<file path="src/rtl/swdt_pkg.sv">
package swdt_pkg;

    // register byte offsets on the AHB-Lite slave
    localparam logic [7:0] SWDT_OFF_CTRL = 8'h00;
    localparam logic [7:0] SWDT_OFF_STATUS = 8'h04;
    localparam logic [7:0] SWDT_OFF_MASK = 8'h08;
    localparam logic [7:0] SWDT_OFF_STATE = 8'h0c;
    localparam int SWDT_ADDR_W = 8;

    // watchdog_control field positions
    localparam int SWDT_CTRL_SRC_SEL = 7;
    localparam int SWDT_CTRL_STOP_RESET = 6;
    localparam int SWDT_CTRL_SRC_SEL2 = 5;
    localparam int SWDT_CTRL_CNT_HI = 4;
    localparam int SWDT_CTRL_CNT_LO = 0;

    // counter geometry
    localparam int SWDT_CNT_W = 8;
    localparam logic [SWDT_CNT_W-1:0] SWDT_CNT_RELOAD = 8'hff;
    localparam logic [SWDT_CNT_W-1:0] SWDT_CNT_ZERO = 8'h00;
    localparam int SWDT_CNT_TOP = 7;
    localparam int SWDT_CNT_BOT = 3;

    // slow interval: 32.768 ms at an 8 MHz main clock over 256 counts
    localparam longint SWDT_SLOW_INTERVAL_NS = 64'd32768000;
    localparam longint SWDT_MAIN_FREQ_KHZ = 64'd8000;
    localparam longint SWDT_SLOW_SRC_CYCLES = (SWDT_SLOW_INTERVAL_NS * SWDT_MAIN_FREQ_KHZ)
        / 64'd1000000;
    localparam longint SWDT_SLOW_DIV_L = SWDT_SLOW_SRC_CYCLES / 64'd256;
    localparam int SWDT_PRE_W = 10;
    localparam logic [SWDT_PRE_W-1:0] SWDT_SLOW_LAST = SWDT_PRE_W'(SWDT_SLOW_DIV_L - 64'd1);
    // fast divider used when the source select bit is set
    localparam logic [SWDT_PRE_W-1:0] SWDT_FAST_LAST = 10'h00f;
    localparam logic [SWDT_PRE_W-1:0] SWDT_PRE_ZERO = 10'h000;

    // sticky event bits
    localparam int SWDT_EV_W = 3;
    localparam int SWDT_EV_UNDERFLOW = 0;
    localparam int SWDT_EV_STOP_RESET = 1;
    localparam int SWDT_EV_LOCKED_WR = 2;
    localparam logic [SWDT_EV_W-1:0] SWDT_EV_NONE = 3'h0;

    // state register field positions
    localparam int SWDT_ST_CNT_LO = 0;
    localparam int SWDT_ST_CNT_HI = 7;
    localparam int SWDT_ST_RUN = 8;
    localparam int SWDT_ST_STOP = 9;
    localparam int SWDT_ST_LOCK = 10;
    localparam int SWDT_ST_WAIT = 11;

    localparam logic [1:0] SWDT_HTRANS_NONSEQ = 2'h2;
    localparam logic [1:0] SWDT_HRESP_OKAY = 2'h0;

    typedef struct packed {
        logic src_sel;
        logic stop_reset;
        logic src_sel2;
    } swdt_ctrl_t;

    localparam swdt_ctrl_t SWDT_CTRL_RESET = '{src_sel: 1'b0, stop_reset: 1'b0, src_sel2: 1'b0};

    typedef enum logic [1:0] {
        SWDT_IDLE = 2'b00,
        SWDT_RUN = 2'b01,
        SWDT_HALT = 2'b10
    } swdt_state_t;

endpackage : swdt_pkg

</file>
<file path="src/rtl/swdt_edge_sync.sv">
`timescale 1ns/10ps
module swdt_edge_sync (
    // clock and reset
    input wire logic hclk,
    input wire logic hresetn,
    // asynchronous level in
    input wire logic async_in,
    // one-cycle pulse per agreed rising edge
    output logic rise_pulse
);
    logic ff1_reg;
    logic ff2_reg;
    logic ff3_reg;
    logic level_reg;
    wire agree = (ff2_reg == ff3_reg);
    wire level_next = agree ? ff3_reg : level_reg;

    // ff1 feeds only ff2
    always_ff @(posedge hclk or negedge hresetn) begin
        if (!hresetn) begin
            ff1_reg <= 1'b0;
            ff2_reg <= 1'b0;
            ff3_reg <= 1'b0;
            level_reg <= 1'b0;
        end else begin
            ff1_reg <= async_in;
            ff2_reg <= ff1_reg;
            ff3_reg <= ff2_reg;
            level_reg <= level_next;
        end
    end

    assign rise_pulse = level_next & ~level_reg;
endmodule : swdt_edge_sync

</file>
<file path="src/rtl/swdt_top.sv">
// Summary of operation
// - one eight-bit down-counter forms the watchdog
// - reset and every control write load ff
// - bits seven to five written once after reset
// - stopped until first control write starts counting
// - underflow raises internal reset, cpu restarts at vector
// - read returns counter top five and select bits
// - stop bit clear: stop mode, resume after
// - wait instruction never halts the counter
// - stop bit set: stop causes reset, sticky
// - slow divider: 32.768 ms at 8 MHz
// - slow divider: 8.19 s on 32 kHz
// - counting continues through settle wait and wait
// - oscillator source forces oscillator running
// - any write strobe to control reloads
`timescale 1ns/10ps
module swdt_top
    import swdt_pkg::*;
(
    // clock and reset
    input wire logic hclk,
    input wire logic hresetn,
    // ahb-lite slave
    input wire logic hsel,
    input wire logic [31:0] haddr,
    input wire logic [1:0] htrans,
    input wire logic hwrite,
    input wire logic [2:0] hsize,
    input wire logic hready,
    input wire logic [31:0] hwdata,
    output logic [31:0] hrdata,
    output logic hreadyout,
    output logic hresp,
    // count sources from outside this clock domain
    input wire logic main_clock_input,
    input wire logic sub_clock_input,
    input wire logic osc_clock_input,
    input wire logic low_speed_mode,
    // cpu events, same clock domain
    input wire logic stop_instruction,
    input wire logic wait_instruction,
    input wire logic stop_release,
    input wire logic osc_stop_request,
    // chip control outputs
    output logic internal_reset,
    output logic stop_mode,
    output logic osc_run,
    output logic irq
);
    // bus address phase capture
    logic wr_pend_reg;
    logic [SWDT_ADDR_W-1:0] wr_addr_reg;
    logic [31:0] hrdata_reg;

    // watchdog state
    swdt_state_t state_reg;
    swdt_state_t state_next;
    logic [SWDT_CNT_W-1:0] cnt_reg;
    logic [SWDT_CNT_W-1:0] cnt_next;
    logic [SWDT_PRE_W-1:0] pre_reg;
    logic [SWDT_PRE_W-1:0] pre_next;
    swdt_ctrl_t ctrl_reg;
    swdt_ctrl_t ctrl_next;
    logic locked_reg;
    logic locked_next;
    logic rst_req_reg;
    logic rst_req_next;

    // interrupt registers
    logic [SWDT_EV_W-1:0] status_reg;
    logic [SWDT_EV_W-1:0] status_next;
    logic [SWDT_EV_W-1:0] mask_reg;
    logic [SWDT_EV_W-1:0] mask_next;

    // synchronised source edges
    logic main_rise;
    logic sub_rise;
    logic osc_rise;

    swdt_edge_sync u_sync_main (
        .hclk(hclk),
        .hresetn(hresetn),
        .async_in(main_clock_input),
        .rise_pulse(main_rise)
    );

    swdt_edge_sync u_sync_sub (
        .hclk(hclk),
        .hresetn(hresetn),
        .async_in(sub_clock_input),
        .rise_pulse(sub_rise)
    );

    swdt_edge_sync u_sync_osc (
        .hclk(hclk),
        .hresetn(hresetn),
        .async_in(osc_clock_input),
        .rise_pulse(osc_rise)
    );

    // address decode; only whole-word transfers are expected
    wire bus_take = hsel & hready & (htrans == SWDT_HTRANS_NONSEQ);
    wire [SWDT_ADDR_W-1:0] addr_now = haddr[SWDT_ADDR_W-1:0];
    wire take_wr = bus_take & hwrite;
    wire take_rd = bus_take & ~hwrite;
    wire rd_ctrl = take_rd & (addr_now == SWDT_OFF_CTRL);
    wire rd_status = take_rd & (addr_now == SWDT_OFF_STATUS);
    wire rd_mask = take_rd & (addr_now == SWDT_OFF_MASK);
    wire rd_state = take_rd & (addr_now == SWDT_OFF_STATE);

    // write data phase strobes
    wire wr_ctrl = wr_pend_reg & (wr_addr_reg == SWDT_OFF_CTRL);
    wire wr_mask = wr_pend_reg & (wr_addr_reg == SWDT_OFF_MASK);
    wire first_wr = wr_ctrl & ~locked_reg;
    wire late_wr = wr_ctrl & locked_reg;

    // count source; the slow divider gives both documented intervals
    wire base_rise = low_speed_mode ? sub_rise : main_rise;
    wire src_rise = ctrl_reg.src_sel2 ? osc_rise : base_rise;
    wire [SWDT_PRE_W-1:0] pre_last = ctrl_reg.src_sel ? SWDT_FAST_LAST : SWDT_SLOW_LAST;
    wire pre_wrap = (pre_reg == pre_last);
    // counting goes on in wait and during settle time; only the run state counts, so stop mode and idle halt it
    wire counting = (state_reg == SWDT_RUN);
    wire cnt_tick = counting & src_rise & pre_wrap;
    wire underflow = cnt_tick & (cnt_reg == SWDT_CNT_ZERO);

    // stop instruction handling
    wire stop_taken = stop_instruction & (state_reg == SWDT_RUN || state_reg == SWDT_IDLE);
    wire stop_to_reset = stop_taken & ctrl_reg.stop_reset;
    wire stop_to_halt = stop_taken & ~ctrl_reg.stop_reset;
    wire chip_reset = underflow | stop_to_reset;

    // prescaler
    always_comb begin
        pre_next = pre_reg;
        if (wr_ctrl || chip_reset || !counting) begin
            pre_next = SWDT_PRE_ZERO;
        end else if (src_rise) begin
            pre_next = pre_wrap ? SWDT_PRE_ZERO : pre_reg + 10'h001;
        end
    end

    // counter; any control write reloads, whatever the data
    always_comb begin
        cnt_next = cnt_reg;
        if (wr_ctrl || chip_reset) begin
            cnt_next = SWDT_CNT_RELOAD;
        end else if (cnt_tick) begin
            cnt_next = cnt_reg - 8'h01;
        end
    end

    // write-once select bits; later writes reload and set the locked-write event
    always_comb begin
        ctrl_next = ctrl_reg;
        locked_next = locked_reg;
        if (chip_reset) begin
            ctrl_next = SWDT_CTRL_RESET;
            locked_next = 1'b0;
        end else if (first_wr) begin
            ctrl_next.src_sel = hwdata[SWDT_CTRL_SRC_SEL];
            ctrl_next.stop_reset = hwdata[SWDT_CTRL_STOP_RESET];
            ctrl_next.src_sel2 = hwdata[SWDT_CTRL_SRC_SEL2];
            locked_next = 1'b1;
        end
    end

    // run state
    always_comb begin
        state_next = state_reg;
        unique case (state_reg)
            SWDT_IDLE: begin
                if (stop_to_halt) begin
                    state_next = SWDT_HALT;
                end else if (wr_ctrl) begin
                    state_next = SWDT_RUN;
                end
            end
            SWDT_RUN: begin
                if (chip_reset) begin
                    state_next = SWDT_IDLE;
                end else if (stop_to_halt) begin
                    state_next = SWDT_HALT;
                end
            end
            SWDT_HALT: begin
                // a watchdog that never started comes back still idle
                if (stop_release) begin
                    state_next = locked_reg ? SWDT_RUN : SWDT_IDLE;
                end
            end
            default: begin
                state_next = SWDT_IDLE;
            end
        endcase
        if (stop_to_reset) begin
            state_next = SWDT_IDLE;
        end
    end

    // one request per event; the cpu side stretches it and refetches the vector
    assign rst_req_next = chip_reset;

    // sticky events, set wins over read clear
    wire [SWDT_EV_W-1:0] ev_set = {late_wr, stop_to_reset, underflow};
    assign status_next = (rd_status ? SWDT_EV_NONE : status_reg) | ev_set;
    assign mask_next = wr_mask ? hwdata[SWDT_EV_W-1:0] : mask_reg;

    // read data, captured at the address phase edge
    wire [7:0] ctrl_view = {ctrl_reg.src_sel, ctrl_reg.stop_reset, ctrl_reg.src_sel2,
        cnt_reg[SWDT_CNT_TOP:SWDT_CNT_BOT]};
    wire [31:0] state_view = {20'h00000, wait_instruction, locked_reg,
        (state_reg == SWDT_HALT), counting, cnt_reg};
    wire [31:0] rd_word = rd_ctrl ? {24'h000000, ctrl_view} :
        rd_status ? {29'h00000000, status_reg} :
        rd_mask ? {29'h00000000, mask_reg} :
        rd_state ? state_view : 32'h00000000;

    always_ff @(posedge hclk or negedge hresetn) begin
        if (!hresetn) begin
            wr_pend_reg <= 1'b0;
            wr_addr_reg <= 8'h00;
            hrdata_reg <= 32'h00000000;
        end else begin
            wr_pend_reg <= take_wr;
            wr_addr_reg <= addr_now;
            hrdata_reg <= rd_word;
        end
    end

    always_ff @(posedge hclk or negedge hresetn) begin
        if (!hresetn) begin
            state_reg <= SWDT_IDLE;
            cnt_reg <= SWDT_CNT_RELOAD;
            pre_reg <= SWDT_PRE_ZERO;
            ctrl_reg <= SWDT_CTRL_RESET;
            locked_reg <= 1'b0;
            rst_req_reg <= 1'b0;
        end else begin
            state_reg <= state_next;
            cnt_reg <= cnt_next;
            pre_reg <= pre_next;
            ctrl_reg <= ctrl_next;
            locked_reg <= locked_next;
            rst_req_reg <= rst_req_next;
        end
    end

    always_ff @(posedge hclk or negedge hresetn) begin
        if (!hresetn) begin
            status_reg <= SWDT_EV_NONE;
            mask_reg <= SWDT_EV_NONE;
        end else begin
            status_reg <= status_next;
            mask_reg <= mask_next;
        end
    end

    // outputs
    assign hrdata = hrdata_reg;
    assign hreadyout = 1'b1;
    assign hresp = SWDT_HRESP_OKAY[0];
    assign internal_reset = rst_req_reg;
    assign stop_mode = (state_reg == SWDT_HALT);
    // oscillator stop requests lose while it is the count source
    assign osc_run = ctrl_reg.src_sel2 | ~osc_stop_request;
    assign irq = |(status_reg & mask_reg);

endmodule : swdt_top

</file>
<file path="config.mk">
export PLATFORM = sky130hd
export DESIGN_NAME = swdt_top
export DESIGN_NICKNAME = d
export VERILOG_FILES = /design/src/rtl/swdt_pkg.sv /design/src/rtl/swdt_edge_sync.sv /design/src/rtl/swdt_top.sv
export SDC_FILE = /design/constraint.sdc
export NUM_CORES = 1
export LEC_CHECK = 0
export BUFFER_PORTS_ARGS = -buffer_cell sky130_fd_sc_hd__buf_2
export CAP_MARGIN = 0
export CORE_ASPECT_RATIO = 1.1
export CORE_MARGIN = 2
export CORE_UTILIZATION = 48
export DETAILED_ROUTE_END_ITERATION = 8
export PLACE_DENSITY_LB_ADDON = 0.2
export SLEW_MARGIN = 20
export SYNTH_ARGS = -nofsm -noshare
export SYNTH_HDL_FRONTEND = slang
export SYNTH_HIERARCHICAL = 1
export SYNTH_SLANG_ARGS = --single-unit
</file>
<file path="constraint.sdc">
create_clock -name hclk -period 3 [get_ports hclk]
set_input_delay 0 -clock hclk [delete_from_list [all_inputs] [get_ports hclk]]
set_output_delay 0 -clock hclk [all_outputs]
set_load 0.01 [all_outputs]
</file>
---- Yosys cells after proc, flatten, opt, wreduce, memory -nomap -nowiden ----
Index checks and enable logic that the tools add are counted.
storage, ports and cells
  bits in registers ....................... 64
  input port bits ......................... 82
  output and inout bits ................... 38
  logic and storage cells ................. 114
cells by class
  add/subtract/negate cells ............... 2
  equal/unequal tests ..................... 14
  muxes and demuxes ....................... 28
  bitwise logic cells ..................... 32
  reduce and logical (&&, ||, !) cells .... 13
operators by type and width
  cell                                                                    count
  12-bit 2-to-1 mux                                                       4
  10-bit 2-to-1 mux                                                       4
  8-bit by 4-bit equality test with 1-bit output (second input constant)  3
  8-bit logical NOT                                                       3
  1-bit bitwise AND                                                       21
  8-bit 2-to-1 mux                                                        2
  2-bit 2-to-1 mux                                                        6
  10-bit by 1-bit adder with 10-bit output (second input constant)        1
  10-bit equality test                                                    1
  3-bit 2-to-1 mux                                                        3
  8-bit by 3-bit equality test with 1-bit output (second input constant)  1
  1-bit 2-to-1 mux                                                        8
  8-bit by 1-bit subtractor with 8-bit output (second input constant)     1
  1-bit NOT                                                               7
  2-bit case mux with 3 select lines                                      1
  2-bit nonzero test                                                      3
  2-bit equality test (second input constant)                             2
  4-bit by 1-bit != test with 1-bit output (second input constant)        1
  4-bit != test (second input constant)                                   1
  3-bit bitwise AND                                                       1
  1-bit equality test                                                     3
  1-bit logical OR                                                        3
  3-bit by 2-bit != test with 1-bit output (second input constant)        1
  3-bit bitwise OR                                                        1
  6 further kinds                                                         7

---- Longest topological paths before layout ----
Gate-level depths: netlist (run 1).
  depth after elaboration ................. 12
  mapped depth ............................ 7

---- By module ----
The synthesis (run 1) kept the hierarchy.
modules (own cells, without submodules)
  module          instances  cells an instance  area an instance (um^2)  sequential area each (um^2)
  swdt_top        1          243                2570.0                   1311.3
  swdt_edge_sync  3          6                  121.4                    100.1

---- Worst setup path after synthesis (run 1) ----
No wires, ideal clock.
  path kind ............................... flip-flop to flip-flop
  start point ............................. reg pre_reg[5]
  end point ............................... reg cnt_reg[5]
  library setup time ...................... 64 ps
  data arrival time ....................... 2237 ps
  slack ................................... 699 ps
  stages on the path, launching flop included .. 7
  path buffers ............................ 1
  period minus slack after synthesis ...... 2301 ps
  cells stage by stage .................... dfrtp_1 > or4b_1 > or4_4 > a21o_1 > buf_6 > or4_1 > nand3_1
between the ends
  word-level cells in the longest chain between the ends .. 6
ends and longest elaborated chain
  element                                                        RTL line         RTL
  from (decl)                                                    swdt_top.sv:60   logic [SWDT_PRE_W-1:0] pre_reg;
  from (signal assigned)                                         swdt_top.sv:242  pre_reg <= pre_next;
  10-bit equality test *                                         swdt_top.sv:121  wire pre_wrap = (pre_reg == pre_last);
  1-bit bitwise AND *                                            swdt_top.sv:124  wire cnt_tick = counting & src_rise & pre_wrap;
  1-bit bitwise AND                                              swdt_top.sv:125  wire underflow = cnt_tick & (cnt_reg == SWDT_CNT_ZERO);
  1-bit bitwise OR                                               swdt_top.sv:131  wire chip_reset = underflow | stop_to_reset;
  1-bit logical OR                                               swdt_top.sv:146  if (wr_ctrl || chip_reset) begin
  8-bit 2-to-1 mux / 2-bit nonzero test (equally long branches)  --
  to (signal assigned)                                           swdt_top.sv:241  cnt_reg <= cnt_next;
  to (decl)                                                      swdt_top.sv:58   logic [SWDT_CNT_W-1:0] cnt_reg;
Mark *: on every way between the ends. The rest lies on a longest branch, timed or not.
A chain may end at the register's enable or synchronous reset.

---- Worst setup path in the final report (run 1) ----
Ends and elaborated chain as after synthesis.

==> results of run 1 <==
final timing paths:
| kind | end | slack (ps) | cells past startpoint | startpoint |
|---|---|---|---|---|
| max in group asynchronous | cnt_reg[2]$_DFFE_PN1P_ | 1840 | 3 | hresetn |
| max | cnt_reg[5]$_DFFE_PN1P_ | 580 | 5 | pre_reg[5]$_DFFE_PN0P_ |
| min in group asynchronous | state_reg[1]$_DFFE_PN0P_ | 250 | 2 | hresetn |
| max reg2reg | cnt_reg[5]$_DFFE_PN1P_ | 580 | 5 | pre_reg[5]$_DFFE_PN0P_ |
| min reg2reg | u_sync_osc/ff2_reg$_DFF_PN0_ | 350 | 0 | u_sync_osc/ff1_reg$_DFF_PN0_ |
| min | wr_pend_reg$_DFF_PN0_ | 140 | 3 | hready |
routing by layer:
layer | part of all wire [%] | global-route usage [%] | up-vias | wire length, µm
met2 | 52 | 34.3 | 64 | 3130
met3 | 5.6 | 5.89 | 8 | 335
met5 | 0 | 0 | - | 0
met1 | 41 | 21.9 | 1067 | 2470
met4 | 1.6 | 8.77 | 0 | 98
li1 | - | - | 1052 | -
placed cells by master (no fill, tap or decap), drive strengths merged, types with 8 or more instances in the layout:
cell type and n:
nand2 17, dfstp 8, nor2 27, o21ai 8, clkbuf 10, conb 22, dlygate4sd3 22, inv 9
buf 48, dfrtp 56
cell type report:
cell class | instances | share of cell area, %
flip-flops and latches | 64 | 44.2
multi-input cells | 185 | 32.5
repair buffers | 70 | 12.9
clock buffers | 10 | 3.77
clock inverters | 6 | 3.15
well taps | 77 | 2.64
inverters | 8 | 0.823
cell families after synthesis:
kind of cell	after synthesis	synth area share, %
AO/OA/AOI/OAI	40	9.55
AND/OR/NAND/NOR	103	19.6
adder cells (fa/ha/maj)	6	2.43
multiplexers	10	4.86
flip-flops	64	54.9
XOR/XNOR	4	1.19
other	2	0.256
buffers and inverters	32	7.16
power by group through the flow:
stage / registers [µW] / clock network, µW / logic, µW
2_1_floorplan: 916 / 0 / 84.7
4_1_cts: 905 / 937 / 140
3_5_place_dp: 921 / 0 / 118
3_3_place_gp: 920 / 0 / 116
6_report: 905 / 916 / 140
5_1_grt: 908 / 985 / 155
critical path, cell delays in order (launching register included):
cell and delay, ps:
dfrtp_1 420, or4b_1 560, or4_4 470, a21o_1 290, or4_1 530, nand3_1 100
per-stage QoR:
stage                     hold WS [ps]  cells  total power (µW)
after detailed placement          80.3    382              1040
after CTS                          131    420              1980
after global routing               159    420              2050
after global placement            84.5    382              1040
after floorplan                   -296    281              1000
final                              140    420              1960
==> impl_results.md, run 1 <==
- Outcome: complete, no violations
- Average cell area after synthesis: 11.2 µm²
- Area leader, netlist: dfrtp_1
- H-tree Lvls: 3
- Vias after detailed routing: 2191
- Critical Path Fanout Max: 10
- Primary FF master, synth: dfrtp_1
- Setup crit end kind: flop
- Seq pwr share: 46.1%
- Top cells by area, synth: dfrtp_1 48%, dfstp_2 7.2%, buf_4 5.6%
- Ys async rst share: 100%
- Initial antenna violation count: 0
- DR WL/cell: 14.4 µm
- Die H: 86 µm
- Vias per Instance: 5.22
- Die width: 78.5 µm
- Max clock buf depth: 2
- Postcts setup bufs: 0
- Clock Sink Count: 64
- Final setup violation count: 0
- Mapped Cells: 261
- Total CTS buffers: 9
- CP Class: flop to flop
- #FFs+latches synth: 64
- Netlist cell types: 58
- Io pins: 120
- Starting DRT DRC Count: 134
- DRC: 0
- Resized cells post-CTS: 0
- Mapped cell area: 2930 µm²
- Nets: 423
- Max_cap viols: 0
- Number of routed nets with antenna violations: 0
- Tcrit/Tclk final: 80.7%
- Final instance area: 3650 µm²
- Min-delay worst type: input pin to flop
- VDD IR max: 0.000395 V
- # fillers: 445
- Global placement routability congestion: 0.822
- CP arrival: 2700 ps
- Grt total ovfl: 0
- Finished Core Util: 62.5%
- Global-route wire length before repair: 10100 µm
- Clock Skew: 7.48 ps
- First-pass DRT Iterations: 4
- CP Data Required Time: 3280 ps
- RSZ-0062 raised after global routing: no
- Final Hold Violating Endpoints: 0
- Cts hold-fix bufs: 22
- Drt total wl: 6030 µm
- Area share of the largest cell type after synthesis: 47.8%
- Final worst path period need: 2420 ps
- Switching share of power: 21.9%
- Int Pwr: 1530 µW
- Top post-synthesis cells by count: 56 x dfrtp_1, 27 x nor2_1, 22 x buf_4
- Worst Setup Start Kind: flop
- Area after DPL: 3180 µm²
- Vias in the first global route: 2199
- Antenna diode count: 0
- Gr usage total: 19.6%
- Core footprint: 5840 µm²
- Clk network pwr share: 46.7%
- Die area: 6750 µm²
- Pre-CTS setup slack: 616 ps
- Switching power: 430 µW
- Pwr/cell area: 538 nW/µm²
- Area Overhead vs Synth: 24.3%
- Share of layout cells above drive strength 1: 28.0%
- Worst Tran Pin Value: 714 ps
- Footprint of the multi-input gates: 1190 µm²
- Final Slew Violations: 0
- Pin count of the biggest net entering global routing: 35
- Register area share after synthesis: 54.9%
- Leakage: 0.00174 µW
- Gate power share: 7.1%
- # rows: 29
- CTS tree: done
- Worst-path clk slew: 80 ps
- Max FFs per register: 12
- Initial core utilization: 50.2%
- Final WS setup: 578 ps
- Slew margin rel.: 52.4%
- Most frequent cell after synthesis: dfrtp_1
- Max Freq: 413 MHz
- Number of synthesized flops with an enable pin: 0
- Detailed Place HPWL: 4140 µm
- Fin Setup TNS: 0 ps
- Port Buf Inserts: 44
- Root Buffer: clkbuf_8
- Register area: 1610 µm²
- Yosys warns: 6
- Worst skew pair latency: 340 ps
No activity file was read; power rests on OpenSTA's default activity.
==> run 2: changes to the inputs <==
- ABC_AREA: not set -> 1
- CORE_UTILIZATION: 48 -> 44
- clock period: 3 -> 2.2 ns (I/O delays scaled with it)
==> run 2 against run 1 <==
Count of clock-buffer cells in the layout down 1. Highest routed layer unchanged. Register-to-register slack worse by 340 ps. Die area up 18%. Largest cell class unchanged. Sequential power up 39%. Critical path type unchanged. Routed wire length up 11%.
==> impl_results.md, run 2 <==
- Die area: 7960 µm² (+18%)
- Top post-synthesis cells by count: 73 x nand2_1, 56 x dfrtp_1, 40 x inv_1, 40 x nor2_1, 38 x nand3_1
- Area leader, netlist: dfrtp_1
- Pin count of the biggest net entering global routing: 39 (+11%)
- Worst-path clk slew: 70 ps (about the same)
- Critical Path Fanout Max: 20 (+10)
- First-pass DRT Iterations: 4 (unchanged)
- DR WL met3: 264 µm (-21%)
- Area Overhead vs Synth: 20.5%
- Commonest cells after routing, fill and taps aside: 73 x nand2_1, 56 x dfrtp_1, 44 x buf_2, 40 x inv_1, 40 x nor2_1
- Pwr/cell area: 721 nW/µm² (+34%)
- Setup crit end kind: flop
- Placed Cells: 495 (+30%)
- Crit-path most repeated cell: nand3_1
- VDD IR max: 0.000393 V (-0.36%)
- Most frequent cell after synthesis: nand2_1
- Register area share after synthesis: 50.4% (-4.5 points)
- Global placement routability congestion: 0.848 (+3.3%)
- DRC: 0 (unchanged)
- Nets: 526 (+24%)
- Area share of the largest cell type after synthesis: 43.8% (-3.9 points)
- Vias per Instance: 4.83 (-7.4%)
- Root Buffer: clkbuf_8
- Max clock buf depth: 2 (unchanged)
- Mapped cell area: 3200 µm² (+9.0%)
- Crit path cell chain: inv_1, ha_1, nand3_1, nor2_1, nand4_4, nand3_4, nor2_4, nand3_1, nand2_1
- Core footprint: 7050 µm² (+21%)
- Vias in the first global route: 2469 (+12%)
- # fillers: 643 (+44%)
- Leakage: 0.00204 µW (+17%)
- Worst Tran Pin Value: 626 ps (-88.7 ps)
- Worst path max stage delay: 540 ps (-20 ps)
- Max_cap viols: 0 (unchanged)
- #FFs+latches synth: 64 (unchanged)
- Min-delay worst type: input pin to flop
- Max FFs per register: 12 (unchanged)
- Yosys warns: 6 (unchanged)
- Final Hold Violating Endpoints: 0 (unchanged)
- Number of routed nets with antenna violations: 0 (unchanged)
- Slowest CP cell: dfstp_2
- CTS tree: done
- Initial antenna violation count: 0 (unchanged)
- Metal1 wirelength: 2770 µm (+12%)
- Share of layout cells above drive strength 1: 19.7% (-8.3 points)
- Starting DRT DRC Count: 93 (-31%)
- Worst skew pair latency: 350 ps (about the same)
- Top cells by area, synth: dfrtp_1 44%, nand2_1 8.6%, dfstp_2 6.6%
- CP Data Required Time: 2490 ps (-790 ps)
- Outcome: complete, no violations
- Primary FF master, synth: dfrtp_1
- Worst Setup Start Kind: flop
- Drt total wl: 6680 µm (+11%)
- Clock Skew: 5.80 ps (-1.69 ps)
- Mapped Cells: 369 (+41%)
- Commonest non-fill, non-tap cell in the layout: nand2_1
- Final Slew Violations: 0 (unchanged)
- Port Buf Inserts: 44 (unchanged)
- Non-filler cells in the finished layout: 531 (+26%)
- Initial core utilization: 45.4% (-4.9 points)
- Final setup violation count: 0 (unchanged)
- Total CTS buffers: 9 (unchanged)
- H-tree Lvls: 3 (unchanged)
- CP arrival: 2250 ps (-450 ps)
- CP Class: flop to flop
- Number of synthesized flops with an enable pin: 0 (unchanged)
- Fin Setup TNS: 0 ps (unchanged)
- Detailed Place HPWL: 4670 µm (+13%)
- Tcrit/Tclk final: 89.1% (+8.4 points)
- Global-route wire length before repair: 11300 µm (+12%)
- Gr usage total: 18.2% (-1.4 points)
- Ys async rst share: 100% (unchanged)
- Io pins: 120 (unchanged)
- Max Freq: 510 MHz (+23%)
- Clock Sink Count: 64 (unchanged)
- Antenna diode count: 0 (unchanged)
- Netlist cell types: 33 (-43%)
- RSZ-0062 raised after global routing: no
- Die H: 93.4 µm (+8.6%)
- Grt total ovfl: 0 (unchanged)
- Final worst path period need: 1960 ps (-461 ps)
- Top layer in use: met4
- Vias after detailed routing: 2565 (+17%)
- # rows: 32 (+10%)
- Average cell area after synthesis: 8.66 µm² (-23%)
- Die width: 85.3 µm (+8.6%)
- WL met2: 3520 µm (+12%)
- Slew margin rel.: 58.3% (+5.9 points)
- DR WL/cell: 12.6 µm (-12%)
[run 2: cell types whose count changed in the layout (fill, tap and decap cells not counted), moves of 8 or more]
cell and change:
a21oi_1 +8, inv_1 +32, nand2_1 +56, nand3_1 +32, nand4_1 +9, nor2_1 +13
xor2_1 +10
[run 2: layout make-up]
cell class | instances | area, µm² | share of cell area [%]
Clock buffer | 9 | 124 | 3.21
Sequential cell | 64 | 1610 | 41.8
Timing Repair Buffer | 66 | 448 | 11.6
Tap cell | 85 | 106 | 2.76
Clock inverter | 7 | 95.1 | 2.47
Inverter | 45 | 169 | 4.38
Multi-Input combinational cell | 255 | 1300 | 33.7
[run 2: where the power goes]
part,leakage (µW),internal (µW),switching (µW)
clock,0.000110,639,489
combinational,0.00113,138,250
sequential,0.000800,1230,37.4
[run 2: path summary, 6_finish.rpt]
kind / depth (start not counted) / end / start / slack, ps
worst max register to register: 9 / pre_reg[7]$_DFFE_PN0P_ / cnt_reg[0]$_DFFE_PN1P_ / 240
min in group asynchronous: 2 / u_sync_sub/level_reg$_DFF_PN0_ / hresetn / 200
worst max-delay path: 9 / pre_reg[7]$_DFFE_PN0P_ / cnt_reg[0]$_DFFE_PN1P_ / 240
worst min-delay path: 4 / wr_pend_reg$_DFF_PN0_ / htrans[0] / 20
worst min register to register: 0 / u_sync_main/ff2_reg$_DFF_PN0_ / u_sync_main/ff1_reg$_DFF_PN0_ / 350
max in group asynchronous: 3 / cnt_reg[0]$_DFFE_PN1P_ / hresetn / 1310
[run 2: repair_timing]
| item | 4_1_cts | 5_1_grt |
|---|---|---|
| hold buffers | 20 | 0 |
| resized for setup | 0 | 0 |
| hold endpoints to repair | 45 | 0 |
| endpoints found under the setup margin | 0 | 0 |
| buffers inserted | 0 | 0 |
[run 2: kinds of logic after synthesis]
| family | share of synthesized area (%) |
|---|---|
| AOI/OAI and AO/OA | 4.93 |
| xor gates and xnor gates | 3.29 |
| adders and majority gates | 1.17 |
| buffers and inverters | 11.3 |
| DFF | 50.4 |
| muxes | 1.06 |
| other | 0.235 |
| and+or+nand+nor | 27.6 |
[run 2: per-stage QoR]
step	util (%)	hold slack, ps	worst slack (ps)	instance area (µm²)	total power (µW)
after global placement	48.7	41.9	314	3430	1640
after global routing	54.7	38.4	106	3850	2910
final	54.7	15.7	239	3850	2780
after detailed placement	48.7	49.2	269	3430	1650
after CTS	54.7	8.08	241	3850	2800
after floorplan	-	-296	643	3270	1590
[run 2: metal layers]
layer,track usage [%],vias to the layer above
li1,-,1290
met1,21.4,1205
met2,31.7,59
met3,3.71,11
met4,8.73,0
met5,0,-
[run 2: worst max-delay path, delay by kind of cell (launching register included)]
| kind | cells | cell delay (ps) |
|---|---|---|
| simple gates | 7 | 1060 |
| flops | 1 | 540 |
| fa+ha+maj | 1 | 210 |
| buf+inv | 1 | 90 |
